--- config.mk ---
export PLATFORM = sky130hd
export DESIGN_NAME = tws_slave_receiver
export DESIGN_NICKNAME = d
export VERILOG_FILES = /design/src/shared/tws_pkg.sv /design/src/hw/tws_slave_receiver.sv
export VERILOG_INCLUDE_DIRS = /design/src /design/src/shared
export SDC_FILE = /design/constraint.sdc
export NUM_CORES = 1
export LEC_CHECK = 0
export BUFFER_PORTS_ARGS = -buffer_cell sky130_fd_sc_hd__buf_2
export CAP_MARGIN = 10
export CORE_ASPECT_RATIO = 0.6
export CORE_MARGIN = 2
export CORE_UTILIZATION = 50
export DETAILED_ROUTE_END_ITERATION = 12
export GPL_TIMING_DRIVEN = 0
export HOLD_SLACK_MARGIN = 0.08
export PLACE_DENSITY_LB_ADDON = 0.2
export SETUP_SLACK_MARGIN = 0.2
export SYNTH_ARGS = -nofsm -noshare
export SYNTH_HDL_FRONTEND = slang
export SYNTH_HIERARCHICAL = 1
export SYNTH_SLANG_ARGS = --single-unit
--- constraint.sdc ---
create_clock -name i_clock -period 8.5 [get_ports i_clock]
set_clock_uncertainty 0.1 [all_clocks]
set_input_delay 1.7 -clock i_clock [delete_from_list [all_inputs] [get_ports i_clock]]
set_output_delay 1.7 -clock i_clock [all_outputs]
set_load 0.01 [all_outputs]
--- src/shared/tws_params.svh ---
`ifndef TWS_PARAMS_SVH
`define TWS_PARAMS_SVH
// Data bits in one byte on the wire
`define TWS_BYTE_BITS 4'h8
// Address bits compared against the programmed address
`define TWS_ADDR_BITS 4'h7
// Match count that means the device is addressed
`define TWS_MATCH_FULL 3'h7
// Reset value of the address buffer
`define TWS_ADDR_RESET 8'h00
// Reset value of the shift register (contents are meaningless)
`define TWS_SHIFT_RESET 8'h00
// Received address that is the general call
`define TWS_GEN_CALL 7'h00
// Default depth and width of the receive FIFO
`define TWS_FIFO_DEPTH 32
`define TWS_FIFO_WIDTH 8
`endif

--- src/shared/tws_pkg.sv ---
package tws_pkg;
  // Phases of the serial engine, one-hot
  typedef enum logic [4:0] {
    TWS_IDLE    = 5'b00001,
    TWS_ADDR    = 5'b00010,
    TWS_DATA    = 5'b00100,
    TWS_ACK     = 5'b01000,
    TWS_STRETCH = 5'b10000
  } tws_phase_t;

  // Sampled line levels from the pins
  typedef struct packed {
    logic scl;
    logic sda;
  } tws_lines_t;

  // Open-drain pull-down enables toward the pins
  typedef struct packed {
    logic scl_oe;
    logic sda_oe;
  } tws_drive_t;

  // Status bits seen by software
  typedef struct packed {
    logic done;
    logic start;
    logic master_ack;
  } tws_status_t;

  // Control bits written by software
  typedef struct packed {
    logic enable;
    logic irq_enable;
    logic tx_select;
    logic no_ack;
  } tws_ctrl_t;
endpackage : tws_pkg

--- src/hw/tws_slave_receiver.sv ---
`timescale 1ns/1ps
`default_nettype none
`include "tws_params.svh"

// Receive FIFO between the serial engine and the consumer
module tws_fifo #(
  parameter int WIDTH = `TWS_FIFO_WIDTH,
  parameter int DEPTH = `TWS_FIFO_DEPTH
) (
  input wire logic i_clock,
  input wire logic i_rstn,
  input wire logic i_clear,
  input wire logic i_in_valid,
  output logic o_in_ready,
  input wire logic [WIDTH-1:0] i_in_data,
  output logic o_out_valid,
  input wire logic i_out_ready,
  output logic [WIDTH-1:0] o_out_data
);
  localparam int AW = $clog2(DEPTH);

  // Whole FIFO state in one record
  typedef struct packed {
    logic [DEPTH-1:0][WIDTH-1:0] mem;
    logic [AW-1:0] wr_ptr;
    logic [AW-1:0] rd_ptr;
    logic [AW:0] count;
  } tws_fifo_state_t;

  tws_fifo_state_t st_ff;
  tws_fifo_state_t nxt_st;
  logic push; // Accepted write this cycle
  logic pop; // Accepted read this cycle

  // Honest flags straight from the fill count
  assign o_in_ready = (st_ff.count != (AW+1)'(DEPTH));
  assign o_out_valid = (st_ff.count != '0);
  assign o_out_data = st_ff.mem[st_ff.rd_ptr];
  assign push = i_in_valid && o_in_ready;
  assign pop = o_out_valid && i_out_ready;

  // Next state: pointers wrap at DEPTH, count tracks both sides
  always_comb
  begin
    nxt_st = st_ff;
    if (i_clear)
    begin
      // Disabling the unit drops any queued bytes
      nxt_st.wr_ptr = '0;
      nxt_st.rd_ptr = '0;
      nxt_st.count = '0;
    end
    else
    begin
      if (push)
      begin
        nxt_st.mem[st_ff.wr_ptr] = i_in_data;
        nxt_st.wr_ptr = (st_ff.wr_ptr == AW'(DEPTH-1)) ? '0 : st_ff.wr_ptr + 1'b1;
      end
      if (pop)
      begin
        nxt_st.rd_ptr = (st_ff.rd_ptr == AW'(DEPTH-1)) ? '0 : st_ff.rd_ptr + 1'b1;
      end
      if (push && !pop)
      begin
        nxt_st.count = st_ff.count + 1'b1;
      end
      else if (pop && !push)
      begin
        nxt_st.count = st_ff.count - 1'b1;
      end
    end
  end

  // State register
  always_ff @(posedge i_clock or negedge i_rstn)
  begin
    if (!i_rstn)
    begin
      st_ff <= '0;
    end
    else
    begin
      st_ff <= nxt_st;
    end
  end
endmodule : tws_fifo

module tws_slave_receiver
  import tws_pkg::*;
(
  input wire logic i_clock,
  input wire logic i_rstn,
  input wire tws_pkg::tws_lines_t i_lines,
  output logic o_scl,
  output logic o_scl_oe,
  output logic o_sda,
  output logic o_sda_oe,
  output logic o_port_select,
  input wire tws_pkg::tws_ctrl_t i_ctrl,
  input wire logic i_addr_wr,
  input wire logic i_data_wr,
  input wire logic [7:0] i_wr_data,
  input wire logic i_data_rd,
  input wire logic i_status_rd,
  input wire logic i_scl_release_wr,
  input wire logic i_scl_release_bit,
  output logic [7:0] o_data,
  output tws_pkg::tws_status_t o_status,
  output logic o_irq,
  output logic o_rx_valid,
  input wire logic i_rx_ready,
  output logic [7:0] o_rx_data
);
  import tws_pkg::*;

  // Entire engine state in one record
  typedef struct packed {
    tws_lines_t sync1;
    tws_lines_t sync2;
    tws_lines_t prev;
    tws_phase_t phase;
    logic [7:0] addr_buf;
    logic [7:0] shift;
    logic tx_bit; // Bit shown on SDA, moves only while SCL is low
    logic [3:0] bit_cnt;
    logic [2:0] match_cnt;
    logic addressed;
    logic sda_low;
    logic scl_low;
    logic clear_armed;
    tws_status_t status;
  } tws_state_t;

  tws_state_t st_ff;
  tws_state_t nxt_st;
  logic scl_rise; // Sampled SCL rising edge
  logic scl_fall; // Sampled SCL falling edge
  logic start_seen; // Start condition on the lines
  logic stop_seen; // Stop condition on the lines
  logic fifo_ready; // FIFO can take a byte
  logic fifo_push; // Received data byte into FIFO
  logic data_access; // Software touched the data register
  logic gen_call; // Received address is all zero
  logic tx_bit_low; // Transmit bit that needs a pull-down

  // Edges come from the second sync stage and its delayed copy only
  assign scl_rise = st_ff.sync2.scl && !st_ff.prev.scl;
  assign scl_fall = !st_ff.sync2.scl && st_ff.prev.scl;
  // Data edge while clock stays high marks start or stop
  assign start_seen = st_ff.sync2.scl && st_ff.prev.scl
    && !st_ff.sync2.sda && st_ff.prev.sda;
  assign stop_seen = st_ff.sync2.scl && st_ff.prev.scl
    && st_ff.sync2.sda && !st_ff.prev.sda;
  assign data_access = i_data_rd || i_data_wr;
  assign gen_call = (st_ff.shift[7:1] == `TWS_GEN_CALL);
  // Transmit data sits MSB first in the shifter; the pin copy is held
  // through SCL high so a shift never looks like a start or stop
  assign tx_bit_low = i_ctrl.tx_select && !st_ff.tx_bit
    && (st_ff.phase == TWS_DATA) && !st_ff.status.start;

  // Open-drain pins only ever pull low; both levels are fixed at zero
  assign o_scl = 1'b0;
  assign o_sda = 1'b0;
  assign o_scl_oe = st_ff.scl_low;
  assign o_sda_oe = st_ff.sda_low || tx_bit_low;
  assign o_port_select = i_ctrl.enable;
  assign o_data = st_ff.shift;
  assign o_status = st_ff.status;
  // Done only rises on a matched or general call address or data after one, so start
  // and address acceptance are already folded into the flag
  assign o_irq = st_ff.status.done && i_ctrl.irq_enable;

  // Received data bytes go to the consumer on the ninth clock's falling edge
  // A byte held back by a full FIFO is offered again until room appears
  assign fifo_push = (st_ff.phase == TWS_ACK) && (scl_fall || st_ff.scl_low)
    && !i_ctrl.tx_select && !st_ff.status.start;

  tws_fifo #(
    .WIDTH(`TWS_FIFO_WIDTH),
    .DEPTH(`TWS_FIFO_DEPTH)
  ) u_fifo (
    .i_clock(i_clock),
    .i_rstn(i_rstn),
    .i_clear(!i_ctrl.enable),
    .i_in_valid(fifo_push),
    .o_in_ready(fifo_ready),
    .i_in_data(st_ff.shift),
    .o_out_valid(o_rx_valid),
    .i_out_ready(i_rx_ready),
    .o_out_data(o_rx_data)
  );

  // Next-state logic of the serial engine
  always_comb
  begin
    nxt_st = st_ff;
    // Two flops per pin before anything looks at the lines
    nxt_st.sync1 = i_lines;
    nxt_st.sync2 = st_ff.sync1;
    nxt_st.prev = st_ff.sync2;
    // Track the shifter MSB only while the synced clock is low
    if (!st_ff.sync2.scl)
    begin
      nxt_st.tx_bit = st_ff.shift[7];
    end

    // Software writes go to the buffer or straight to the shifter
    if (i_addr_wr)
    begin
      nxt_st.addr_buf = i_wr_data;
    end
    if (i_data_wr)
    begin
      // Not buffered: a write mid-byte corrupts the transfer
      nxt_st.shift = i_wr_data;
    end

    // Two-step clear: status read arms, data access clears
    if (i_status_rd && (st_ff.status != '0))
    begin
      nxt_st.clear_armed = 1'b1;
    end
    else if (data_access && st_ff.clear_armed)
    begin
      nxt_st.clear_armed = 1'b0;
      nxt_st.status = '0;
    end

    if (!i_ctrl.enable)
    begin
      // Disabled: abort, drop pins, clear flags; address buffer and shifter keep contents
      nxt_st.phase = TWS_IDLE;
      nxt_st.status = '0;
      nxt_st.clear_armed = 1'b0;
      nxt_st.sda_low = 1'b0;
      nxt_st.scl_low = 1'b0;
      nxt_st.addressed = 1'b0;
    end
    else if (start_seen)
    begin
      // Every start opens an address phase, even mid-data
      nxt_st.phase = TWS_ADDR;
      nxt_st.shift = st_ff.addr_buf;
      nxt_st.bit_cnt = '0;
      nxt_st.match_cnt = '0;
      nxt_st.status.start = 1'b1;
      nxt_st.sda_low = 1'b0;
      nxt_st.scl_low = 1'b0;
      nxt_st.addressed = 1'b0;
    end
    else if (stop_seen)
    begin
      // Back to idle; status flags keep their values
      nxt_st.phase = TWS_IDLE;
      nxt_st.sda_low = 1'b0;
      nxt_st.addressed = 1'b0;
    end
    else
    begin
      unique case (st_ff.phase)
        TWS_IDLE:
        begin
          // Clock input disabled: every pulse is ignored
          nxt_st.bit_cnt = '0;
        end
        TWS_ADDR, TWS_DATA:
        begin
          if (scl_rise && (st_ff.bit_cnt < `TWS_BYTE_BITS))
          begin
            // Same shifter receives and transmits
            nxt_st.shift = {st_ff.shift[6:0], st_ff.sync2.sda};
            nxt_st.bit_cnt = st_ff.bit_cnt + 1'b1;
            if ((st_ff.phase == TWS_ADDR) && (st_ff.bit_cnt < `TWS_ADDR_BITS)
              && (st_ff.shift[7] == st_ff.sync2.sda))
            begin
              nxt_st.match_cnt = st_ff.match_cnt + 1'b1;
            end
          end
          else if (scl_fall && (st_ff.bit_cnt == `TWS_BYTE_BITS))
          begin
            // Shifter is frozen from here until the next byte
            if ((st_ff.phase == TWS_ADDR)
              && (st_ff.match_cnt != `TWS_MATCH_FULL) && !gen_call)
            begin
              // Not ours: drop out until the next start
              nxt_st.phase = TWS_IDLE;
              nxt_st.status.start = 1'b0;
              nxt_st.status.done = 1'b0;
            end
            else
            begin
              // Ack address always, data only when receiving with no_ack clear
              nxt_st.phase = TWS_ACK;
              if (st_ff.phase == TWS_ADDR)
              begin
                nxt_st.addressed = 1'b1;
              end
              nxt_st.sda_low = (st_ff.phase == TWS_ADDR)
                || (!i_ctrl.tx_select && !i_ctrl.no_ack);
            end
          end
        end
        TWS_ACK:
        begin
          if (scl_rise && i_ctrl.tx_select && !st_ff.status.start)
          begin
            // Master pulls SDA low to ask for more
            nxt_st.status.master_ack = !st_ff.sync2.sda;
          end
          else if (scl_fall && (fifo_ready || i_ctrl.tx_select || st_ff.status.start))
          begin
            // Ninth clock over: free data, hold clock
            nxt_st.sda_low = 1'b0;
            nxt_st.scl_low = 1'b1;
            nxt_st.status.done = 1'b1;
            nxt_st.phase = TWS_STRETCH;
          end
          else if (scl_fall)
          begin
            // FIFO full: free data, hold the clock, set no flag for now
            nxt_st.sda_low = 1'b0;
            nxt_st.scl_low = 1'b1;
          end
          else if (st_ff.scl_low && fifo_ready)
          begin
            // Room appeared while held: finish the ninth clock
            nxt_st.sda_low = 1'b0;
            nxt_st.status.done = 1'b1;
            nxt_st.phase = TWS_STRETCH;
          end
        end
        TWS_STRETCH:
        begin
          if (i_scl_release_wr && !i_scl_release_bit)
          begin
            // Later bytes are data regardless of the match count
            nxt_st.scl_low = 1'b0;
            nxt_st.phase = TWS_DATA;
            nxt_st.bit_cnt = '0;
            nxt_st.status.start = 1'b0;
          end
        end
        default:
        begin
          nxt_st.phase = TWS_IDLE;
        end
      endcase
    end
  end

  // State register; shifter reset value is arbitrary to software
  always_ff @(posedge i_clock or negedge i_rstn)
  begin
    if (!i_rstn)
    begin
      st_ff <= '{
        sync1: '{scl: 1'b1, sda: 1'b1},
        sync2: '{scl: 1'b1, sda: 1'b1},
        prev: '{scl: 1'b1, sda: 1'b1},
        phase: TWS_IDLE,
        addr_buf: `TWS_ADDR_RESET,
        shift: `TWS_SHIFT_RESET,
        tx_bit: 1'b1,
        bit_cnt: 4'h0,
        match_cnt: 3'h0,
        addressed: 1'b0,
        sda_low: 1'b0,
        scl_low: 1'b0,
        clear_armed: 1'b0,
        status: '0
      };
    end
    else
    begin
      st_ff <= nxt_st;
    end
  end
endmodule : tws_slave_receiver
`default_nettype wire

==> results.md, run 1 <==
- Die area: 32030 um^2
- FF/Latch Area: 7843 um^2
- Ports: 49
- Critical path class: flip-flop to primary output
- Outcome: completed
- Reg power frac: 42.4%
- Crit Path Max Fanout: 10
- XOR/XNOR Fraction of Synth Area: less than 1%
- Final min period: 5.508 ns
- Mux cell area share after synthesis: 29.49%
- Logic pwr share: approximately 18%
- VDD IR max: between 0.2 and 0.25 mV
- Crit path arrival time: 3.71 ns
- # setup viols final: 0
- Antenna violations before repair: 0
- H-Tree Level Count: 1
- Antenna cells: 0
- Multi-input logic area: about 7000 um^2
- Num CTS Buffers: 30
- Vias in the first global route: 9926
- Final hold vios: 0
- Routed wire length per instance: 23.29 um
- Post-synthesis sequential area ratio: 51.31%
- Mean post-synth cell area: 13.21 um^2
- TritonCTS clock tree: yes
- Setup WS pre-CTS: 3.644 ns
- CP Capture Type: primary output
- Remaining global-route overflow: 0
- Hold crit path type: flip-flop to flip-flop
- Row Count: 49
- Worst-Skew Late Latency: 0.58 ns
- Max-slew violations: 0
- Reg2reg start: st_ff[32]$_DFFE_PN0P_
- ANT nets after route: 0
- Post-synth EDFFs: 0
- Netlist Area Pre-Place: between 15000 and 20000 um^2
- Via/cell ratio: between 6 and 7
- Top_reg_cell synth: dfrtp_1
- Total Power: 3.686 mW
- Nets@finish: 1276
- Hold path cells: 0
- Post-CTS sizing: 0
- Slew HR: 23.74%
- CTS max path bufs: 3
- Ratio of cells with drive above 1 in the final layout: 39.03%
- Synth unique cells: 67
- First-pass GRT wire length: 59.81 mm
- DRT Pass-1 Iters: 5
- Mapped Cells: roughly 1200
- Most common cell after layout, fill and taps aside: dfrtp_1
- CP startpoint kind: flip-flop
- Filler cells: 2508
- #FFs+latches synth: 313
- Routability Congestion: 0.9192
- Horiz. Die Dim: ~230 um
- Post-route clock period utilization: 64.80%
- Area delta synth->final: 12.30%
- Leakage power: 7.870 nW
- Yosys warns: 6
- Number of port buffers: 43
- # hold bufs at CTS: 0
- Largest family of logic cells by synthesized area: multiplexers
- Final core utilization: 57.14%
- Final setup margin: ~3.0 ns
- Pwr Density: 214.7 nW/um^2
- Starting density of the core: 50.88%
- Root Buffer: clkbuf_16
- DRT iter0 DRCs: around 900
- Largest net degree at the start of global routing: 120
- Req. time, crit path: 6.70 ns
- Hold path endpoint: nxt_st[37]$_DFF_PN1_
- Reg2Reg Setup Slack: 4.24 ns
- Sw frac: 28.87%
- Ys async rst share: 100.0%
- FF-to-FF End: u_fifo/st_ff[5]$_DFFE_PN0P_
- MaxCap Viol Count: 0
- RSZ-0062 raised after global routing: false
- Max Freq: 181.6 MHz
- Cell depth of the worst flop-to-flop path: 13
- Post-Synth Simple-Gate Area: 7.850%
- HPWL after DPL: 27.15 mm
- Net Switching: roughly 1.1 mW
- GRT Resource Usage Total: 24.46%
- DRC Markers: 0
- Die height: approximately 140 um
- Clock power share: around two fifths
- Core Box Area: ~30000 um^2
- Routed wire length: 38.80 mm
- Hold Startpoint: nxt_st[39]$_DFF_PN1_
- Post-CTS Setup Repair Bufs: 0
- Post-synthesis compound-gate area fraction: 6.459%
- DR vias: approximately 10000
- Clk slew on worst S/H paths: 0.07 ns
- Commonest cells after routing, fill and taps aside: 305 x dfrtp_1, 266 x mux2_2, 79 x mux2i_1, 57 x buf_2, 48 x clkbuf_1
- Internal power: 2.622 mW
- Least-Margin Pin Slew: 1.144 ns
- Synth Area in Adders: 1.523%
- Sink Count: 313
==> routing by layer <==
metal / global-route usage (%) / vias to the layer above / wire length (um)
met1: 38.80 / 5191 / 19020
li1: - / 4434 / -
met3: 7.746 / 47 / 3517
met5: 0 / - / 0
met2: 32.44 / 352 / 15630
met4: 5.025 / 0 / 639
==> through the flow <==
stage,cells,instance area (um^2),TNS (ns),hold WS (ns)
6_report,1666,17170,0,0.2681
5_1_grt,1666,17170,0,0.2725
4_1_cts,1666,17170,0,0.2668
3_5_place_dp,1611,16080,0,0.2523
3_3_place_gp,1609,16010,-101.14,0.2455
2_1_floorplan,1158,15290,0,0.2452
==> worst max-delay path, cell delays in order, from the launching register on <==
cell,delay [ns]
dfrtp_1,0.42
buf_2,0.25
buf_2,0.27
buf_2,0.28
nor2_1,0.54
clkbuf_1,0.62
a22oi_1,0.23
nand3_1,0.18
nand3_1,0.15
buf_2,0.19
==> cell families after synthesis <==
family	count (synthesis)
compound gates	132
xor+xnor	6
fa+ha+maj	18
buf+inv	101
flops	313
mux	377
other cells	1
simple gates	209
==> cells in the mapped netlist, drive strengths merged (4+ instances only) <==
| library cell | number | area [um^2] |
|---|---|---|
| clkbuf | 47 | 177.7 |
| nand2b | 5 | 31.28 |
| mux4 | 32 | 720.7 |
| buf | 40 | 229.0 |
| or4 | 7 | 56.30 |
| or3 | 4 | 25.02 |
| nor2b | 10 | 62.56 |
| nor3 | 11 | 65.06 |
| nand4 | 4 | 25.02 |
| inv | 14 | 52.55 |
| nand2 | 33 | 126.4 |
| nor4b | 5 | 43.79 |
| a31oi | 4 | 25.02 |
| a22o | 10 | 87.58 |
| dfrtp | 305 | 7632 |
| mux2i | 79 | 790.8 |
| mux2 | 266 | 2995 |
| nor3b | 4 | 35.03 |
| ha | 17 | 212.7 |
| nand3 | 32 | 160.2 |
| nand3b | 6 | 45.04 |
| xor2 | 4 | 35.03 |
| nor2 | 62 | 312.8 |
| o22ai | 4 | 25.02 |
| a22oi | 32 | 240.2 |
| o21ai | 21 | 105.1 |
| o311ai | 4 | 105.1 |
| o31ai | 5 | 47.54 |
| a221oi | 8 | 70.07 |
| and3 | 5 | 31.28 |
| dfstp | 8 | 210.2 |
| a21oi | 25 | 125.1 |
| or2 | 4 | 25.02 |
==> how the worst max path moves through the flow <==
stage                                     start                             to  slack, ns  cells after the start
global placement                         i_rstn  u_fifo/st_ff[108]$_DFFE_PN0P_      -0.38                      1
finish              u_fifo/st_ff[6]$_DFFE_PN0P_                   o_rx_data[0]       2.99                      9
global route        u_fifo/st_ff[6]$_DFFE_PN0P_                   o_rx_data[0]       2.88                      9
CTS                 u_fifo/st_ff[6]$_DFFE_PN0P_                   o_rx_data[0]       3.01                      9
detailed placement  u_fifo/st_ff[6]$_DFFE_PN0P_                   o_rx_data[7]       3.64                      9
floorplan                             i_ctrl[1]    u_fifo/st_ff[5]$_DFFE_PN0P_       4.48                     10
==> power groups by stage <==
stage | clock (mW) | sequential, mW | combinational, mW
after floorplan | 0 | 1.57 | 0.443
after global placement | 0 | 1.59 | 0.651
after detailed placement | 0 | 1.59 | 0.665
after CTS | 1.48 | 1.56 | 0.667
after global routing | 1.54 | 1.57 | 0.725
final | 1.45 | 1.56 | 0.669
==> state kept, by name, summed over array words and instances, names as in the netlist <==
signal and count:
nxt_st 4, o_data 8, o_scl_oe 1, o_status 3, st_ff 25, u_fifo/st_ff 272
==> layout make-up <==
| type | count | share of cell area (%) |
|---|---|---|
| clock buffer | 43 | 5.299 |
| multi-input combinational | 744 | 40.70 |
| inverter | 14 | 0.3061 |
| sequential | 313 | 45.69 |
| tap | 408 | 2.974 |
| clock inverter | 12 | 1.028 |
| buffer | 87 | 2.369 |
| timing repair buffer | 45 | 1.633 |
Power figures use the tool's default switching activity.
==> run 2, diff against run 1 <==
--- a/config.mk
+++ b/config.mk
@@ -6,6 +6,7 @@
 export SDC_FILE = /design/constraint.sdc
 export NUM_CORES = 1
 export LEC_CHECK = 0
+export ABC_AREA = 1
 export BUFFER_PORTS_ARGS = -buffer_cell sky130_fd_sc_hd__buf_2
 export CAP_MARGIN = 10
 export CORE_ASPECT_RATIO = 0.6
==> constraint.sdc (replaced) <==
create_clock -name i_clock -period 4.85 [get_ports i_clock]
set_clock_uncertainty 0.1 [all_clocks]
set_input_delay 0.97 -clock i_clock [delete_from_list [all_inputs] [get_ports i_clock]]
set_output_delay 0.97 -clock i_clock [all_outputs]
set_load 0.01 [all_outputs]
==> run 2 against run 1 <==
  * Die area up 6.6%
  * Sequential share of layout area down 2.7 points
  * Critical endpoint is now o_rx_data[2]
  * Critical path depth unchanged
  * First-iteration DRC count up 140%
  * Clock power up 82%
  * Highest routed layer is now met5
  * Flip-flop and latch count unchanged
==> results.md, run 2 <==
- Outcome: completed
- Hold crit path type: flip-flop to flip-flop
- Share of the synthesized area in the top cell type: a little under half
- Crit-path cells: buf_2 -> inv_1 -> buf_1 -> nand3_1 -> nand3_1 -> nand3_1 -> nand3_1 -> nand2_1 -> buf_2
- Num CTS Buffers: 31
- ANT nets after route: 0
- Filler cells: 3008
- Post-synth top area cell: dfrtp_1
- Least-Margin Pin Slew: about 0.98 ns
- Total Power: 6.667 mW
- Top_reg_cell synth: dfrtp_1
- Final min period: 4.283 ns
- Critical path class: flip-flop to primary output
- Netlist Area Pre-Place: roughly 16000 um^2
- Max FFs per register: roughly 270
- Most common cell after layout, fill and taps aside: nand2_1
- Internal power: approximately 4.5 mW
- Net Switching: 2.153 mW
- Crit path arrival time: approximately 3.2 ns
- Mean post-synth cell area: 7.297 um^2
- Ys async rst share: 100.0%
- Nets@finish: 2359
- Remaining global-route overflow: 0
- Vias in the first global route: 13780
- Die height: 143.9 um
- Clock power share: 39.6%
- Pwr Density: 365.8 nW/um^2
- Number of port buffers: 46
- Finished Layout Cells: 2764
- Final core utilization: 56.46%
- Hold path endpoint: nxt_st[37]$_DFF_PN1_
- Via/cell ratio: 5.487
- Slowest cell delay on critical path: roughly 0.77 ns
- Worst-Skew Late Latency: 0.58 ns
- # setup viols final: 0
- Top post-synthesis cells by area: dfrtp_1 47%, nand2_1 29%, nand3_1 4.8%
- # hold bufs at CTS: 0
- DRT iter0 DRCs: 2120
- Reg2reg start: st_ff[37]$_DFF_PN1_
- CTS max path bufs: 3
- Worst Path Buf+Inv: 4
- Routed wire length per instance: 20.05 um
- Row Count: 51
- Hold path cells: 0
- Starting density of the core: 50.53%
- VDD IR max: between 0.3 and 0.4 mV
- Largest net degree at the start of global routing: 121
- Max Freq: 233.5 MHz
- Crit Path Max Fanout: 10
- DRT Pass-1 Iters: 6
- Root Buffer: clkbuf_16
- Sink Count: between 300 and 400
- Yosys warns: 6
- Synth unique cells: 41
- Core Box Area: roughly 32000 um^2
- Die area: 34140 um^2
- DRC Markers: 0
- Mapped Cells: 2236
- Final hold vios: 0
- Ratio of cells with drive above 1 in the final layout: between 10% and 20%
- Top cells by count, synth: 1251 x nand2_1, 305 x dfrtp_1, 155 x nand3_1
- Most numerous cell on the critical path: nand3_1
- Max-slew violations: 0
- Reg power frac: 40.7%
- H-Tree Level Count: 1
- Cell depth of the worst flop-to-flop path: 15
- Slew HR: 34.91%
- Horiz. Die Dim: around 240 um
- Post-CTS Setup Repair Bufs: 0
- MaxCap Viol Count: 0
- Routed wire length: approximately 55 mm
- #FFs+latches synth: 313
- Count leader, synth: nand2_1
- HPWL after DPL: between 40 and 50 mm
- Post-route clock period utilization: roughly nine tenths
- Antenna violations before repair: 2
- RSZ-0062 raised after global routing: false
- CP startpoint kind: flip-flop
- Sw frac: 32.29%
- Leakage power: 9.914 nW
- DR vias: 15170
- GRT Resource Usage Total: approximately a third
- TritonCTS clock tree: yes
- Post-synthesis sequential area ratio: 48.06%
- Commonest cells after routing, fill and taps aside: 1251 x nand2_1, 305 x dfrtp_1, 155 x nand3_1, 85 x inv_1, 70 x buf_2
- Area delta synth->final: 11.72%
- Antenna cells: 0
- CP Capture Type: primary output
- First-pass GRT wire length: 82.82 mm
- FF-to-FF End: u_fifo/st_ff[3]$_DFFE_PN0P_
- Reg2Reg Setup Slack: 1.97 ns
- Critical Path Slowest Stage Cell: buf_1
- Largest reg by FF count: u_fifo/st_ff
- Crit path max-delay family: buffers and inverters
- Ports: 49
- Hold Startpoint: nxt_st[39]$_DFF_PN1_
- Number of placed cells counting well taps: ~2700
- Req. time, crit path: about 3.8 ns
- Post-CTS sizing: 0
- Routability Congestion: just over 1
- Post-synth EDFFs: 0
- Logic pwr share: 19.7%
- Clk slew on worst S/H paths: 0.06 ns
[run 2: how the worst max path moves through the flow]
stage	startpoint	endpoint	slack, ns	depth (start not counted)
3_5_place_dp	u_fifo/st_ff[7]$_DFFE_PN0P_	o_rx_data[0]	1.36	9
3_3_place_gp	i_rstn	u_fifo/st_ff[128]$_DFFE_PN0P_	-3.30	1
6_report	u_fifo/st_ff[7]$_DFFE_PN0P_	o_rx_data[2]	0.57	9
5_1_grt	u_fifo/st_ff[7]$_DFFE_PN0P_	o_rx_data[0]	0.51	9
4_1_cts	u_fifo/st_ff[7]$_DFFE_PN0P_	o_rx_data[0]	0.73	9
2_1_floorplan	i_ctrl[1]	u_fifo/st_ff[3]$_DFFE_PN0P_	2.13	14
[run 2: routing by layer]
layer  vias to the layer above  GRT usage (%)  wire [um]
li1                       7072              -          -
met1                      7199          48.52      25020
met2                       779          43.80      21200
met3                       109          12.95       7617
met4                         6          8.640       1470
met5                         -          1.876        109
[run 2: cell type report]
type                    count  area, um^2  area share, %
repair buffers             48       295.3          1.620
multi-input cells        1709        7535          41.33
inverters                 117       439.2          2.409
plain buffers              98       504.2          2.766
clock buffers              40       829.5          4.551
well taps                 424       530.5          2.910
clock inverters            15       252.7          1.387
flip-flops and latches    313        7843          43.02
[run 2: kinds of logic after synthesis]
logic type / synth area share (%)
buffers and inverters: 5.782
other: 0.02298
adder cells (fa/ha/maj): 1.426
flip-flops: 48.06
XOR/XNOR: 0.3221
multiplexers: 0.1304
AO/OA/AOI/OAI: 3.642
AND/OR/NAND/NOR: 40.61
[run 2: power by group through the flow]
stage	clock (mW)	sequential, mW	combinational [mW]
floorplan	0	2.74	0.667
global placement	0	2.76	1.23
detailed placement	0	2.76	1.25
CTS	2.67	2.71	1.25
global route	2.77	2.72	1.37
finish	2.64	2.72	1.31
[run 2: stage by stage]
| step | area, um^2 | setup TNS, ns | setup WS [ns] | hold slack [ns] |
|---|---|---|---|---|
| after floorplan | 16320 | 0 | 2.133 | 0.2452 |
| after global placement | 17080 | -1005.29 | -3.304 | 0.2457 |
| after detailed placement | 17150 | 0 | 1.356 | 0.2475 |
| after CTS | 18230 | 0 | 0.7292 | 0.2554 |
| after global routing | 18230 | 0 | 0.5103 | 0.2581 |
| final | 18230 | 0 | 0.5667 | 0.2558 |
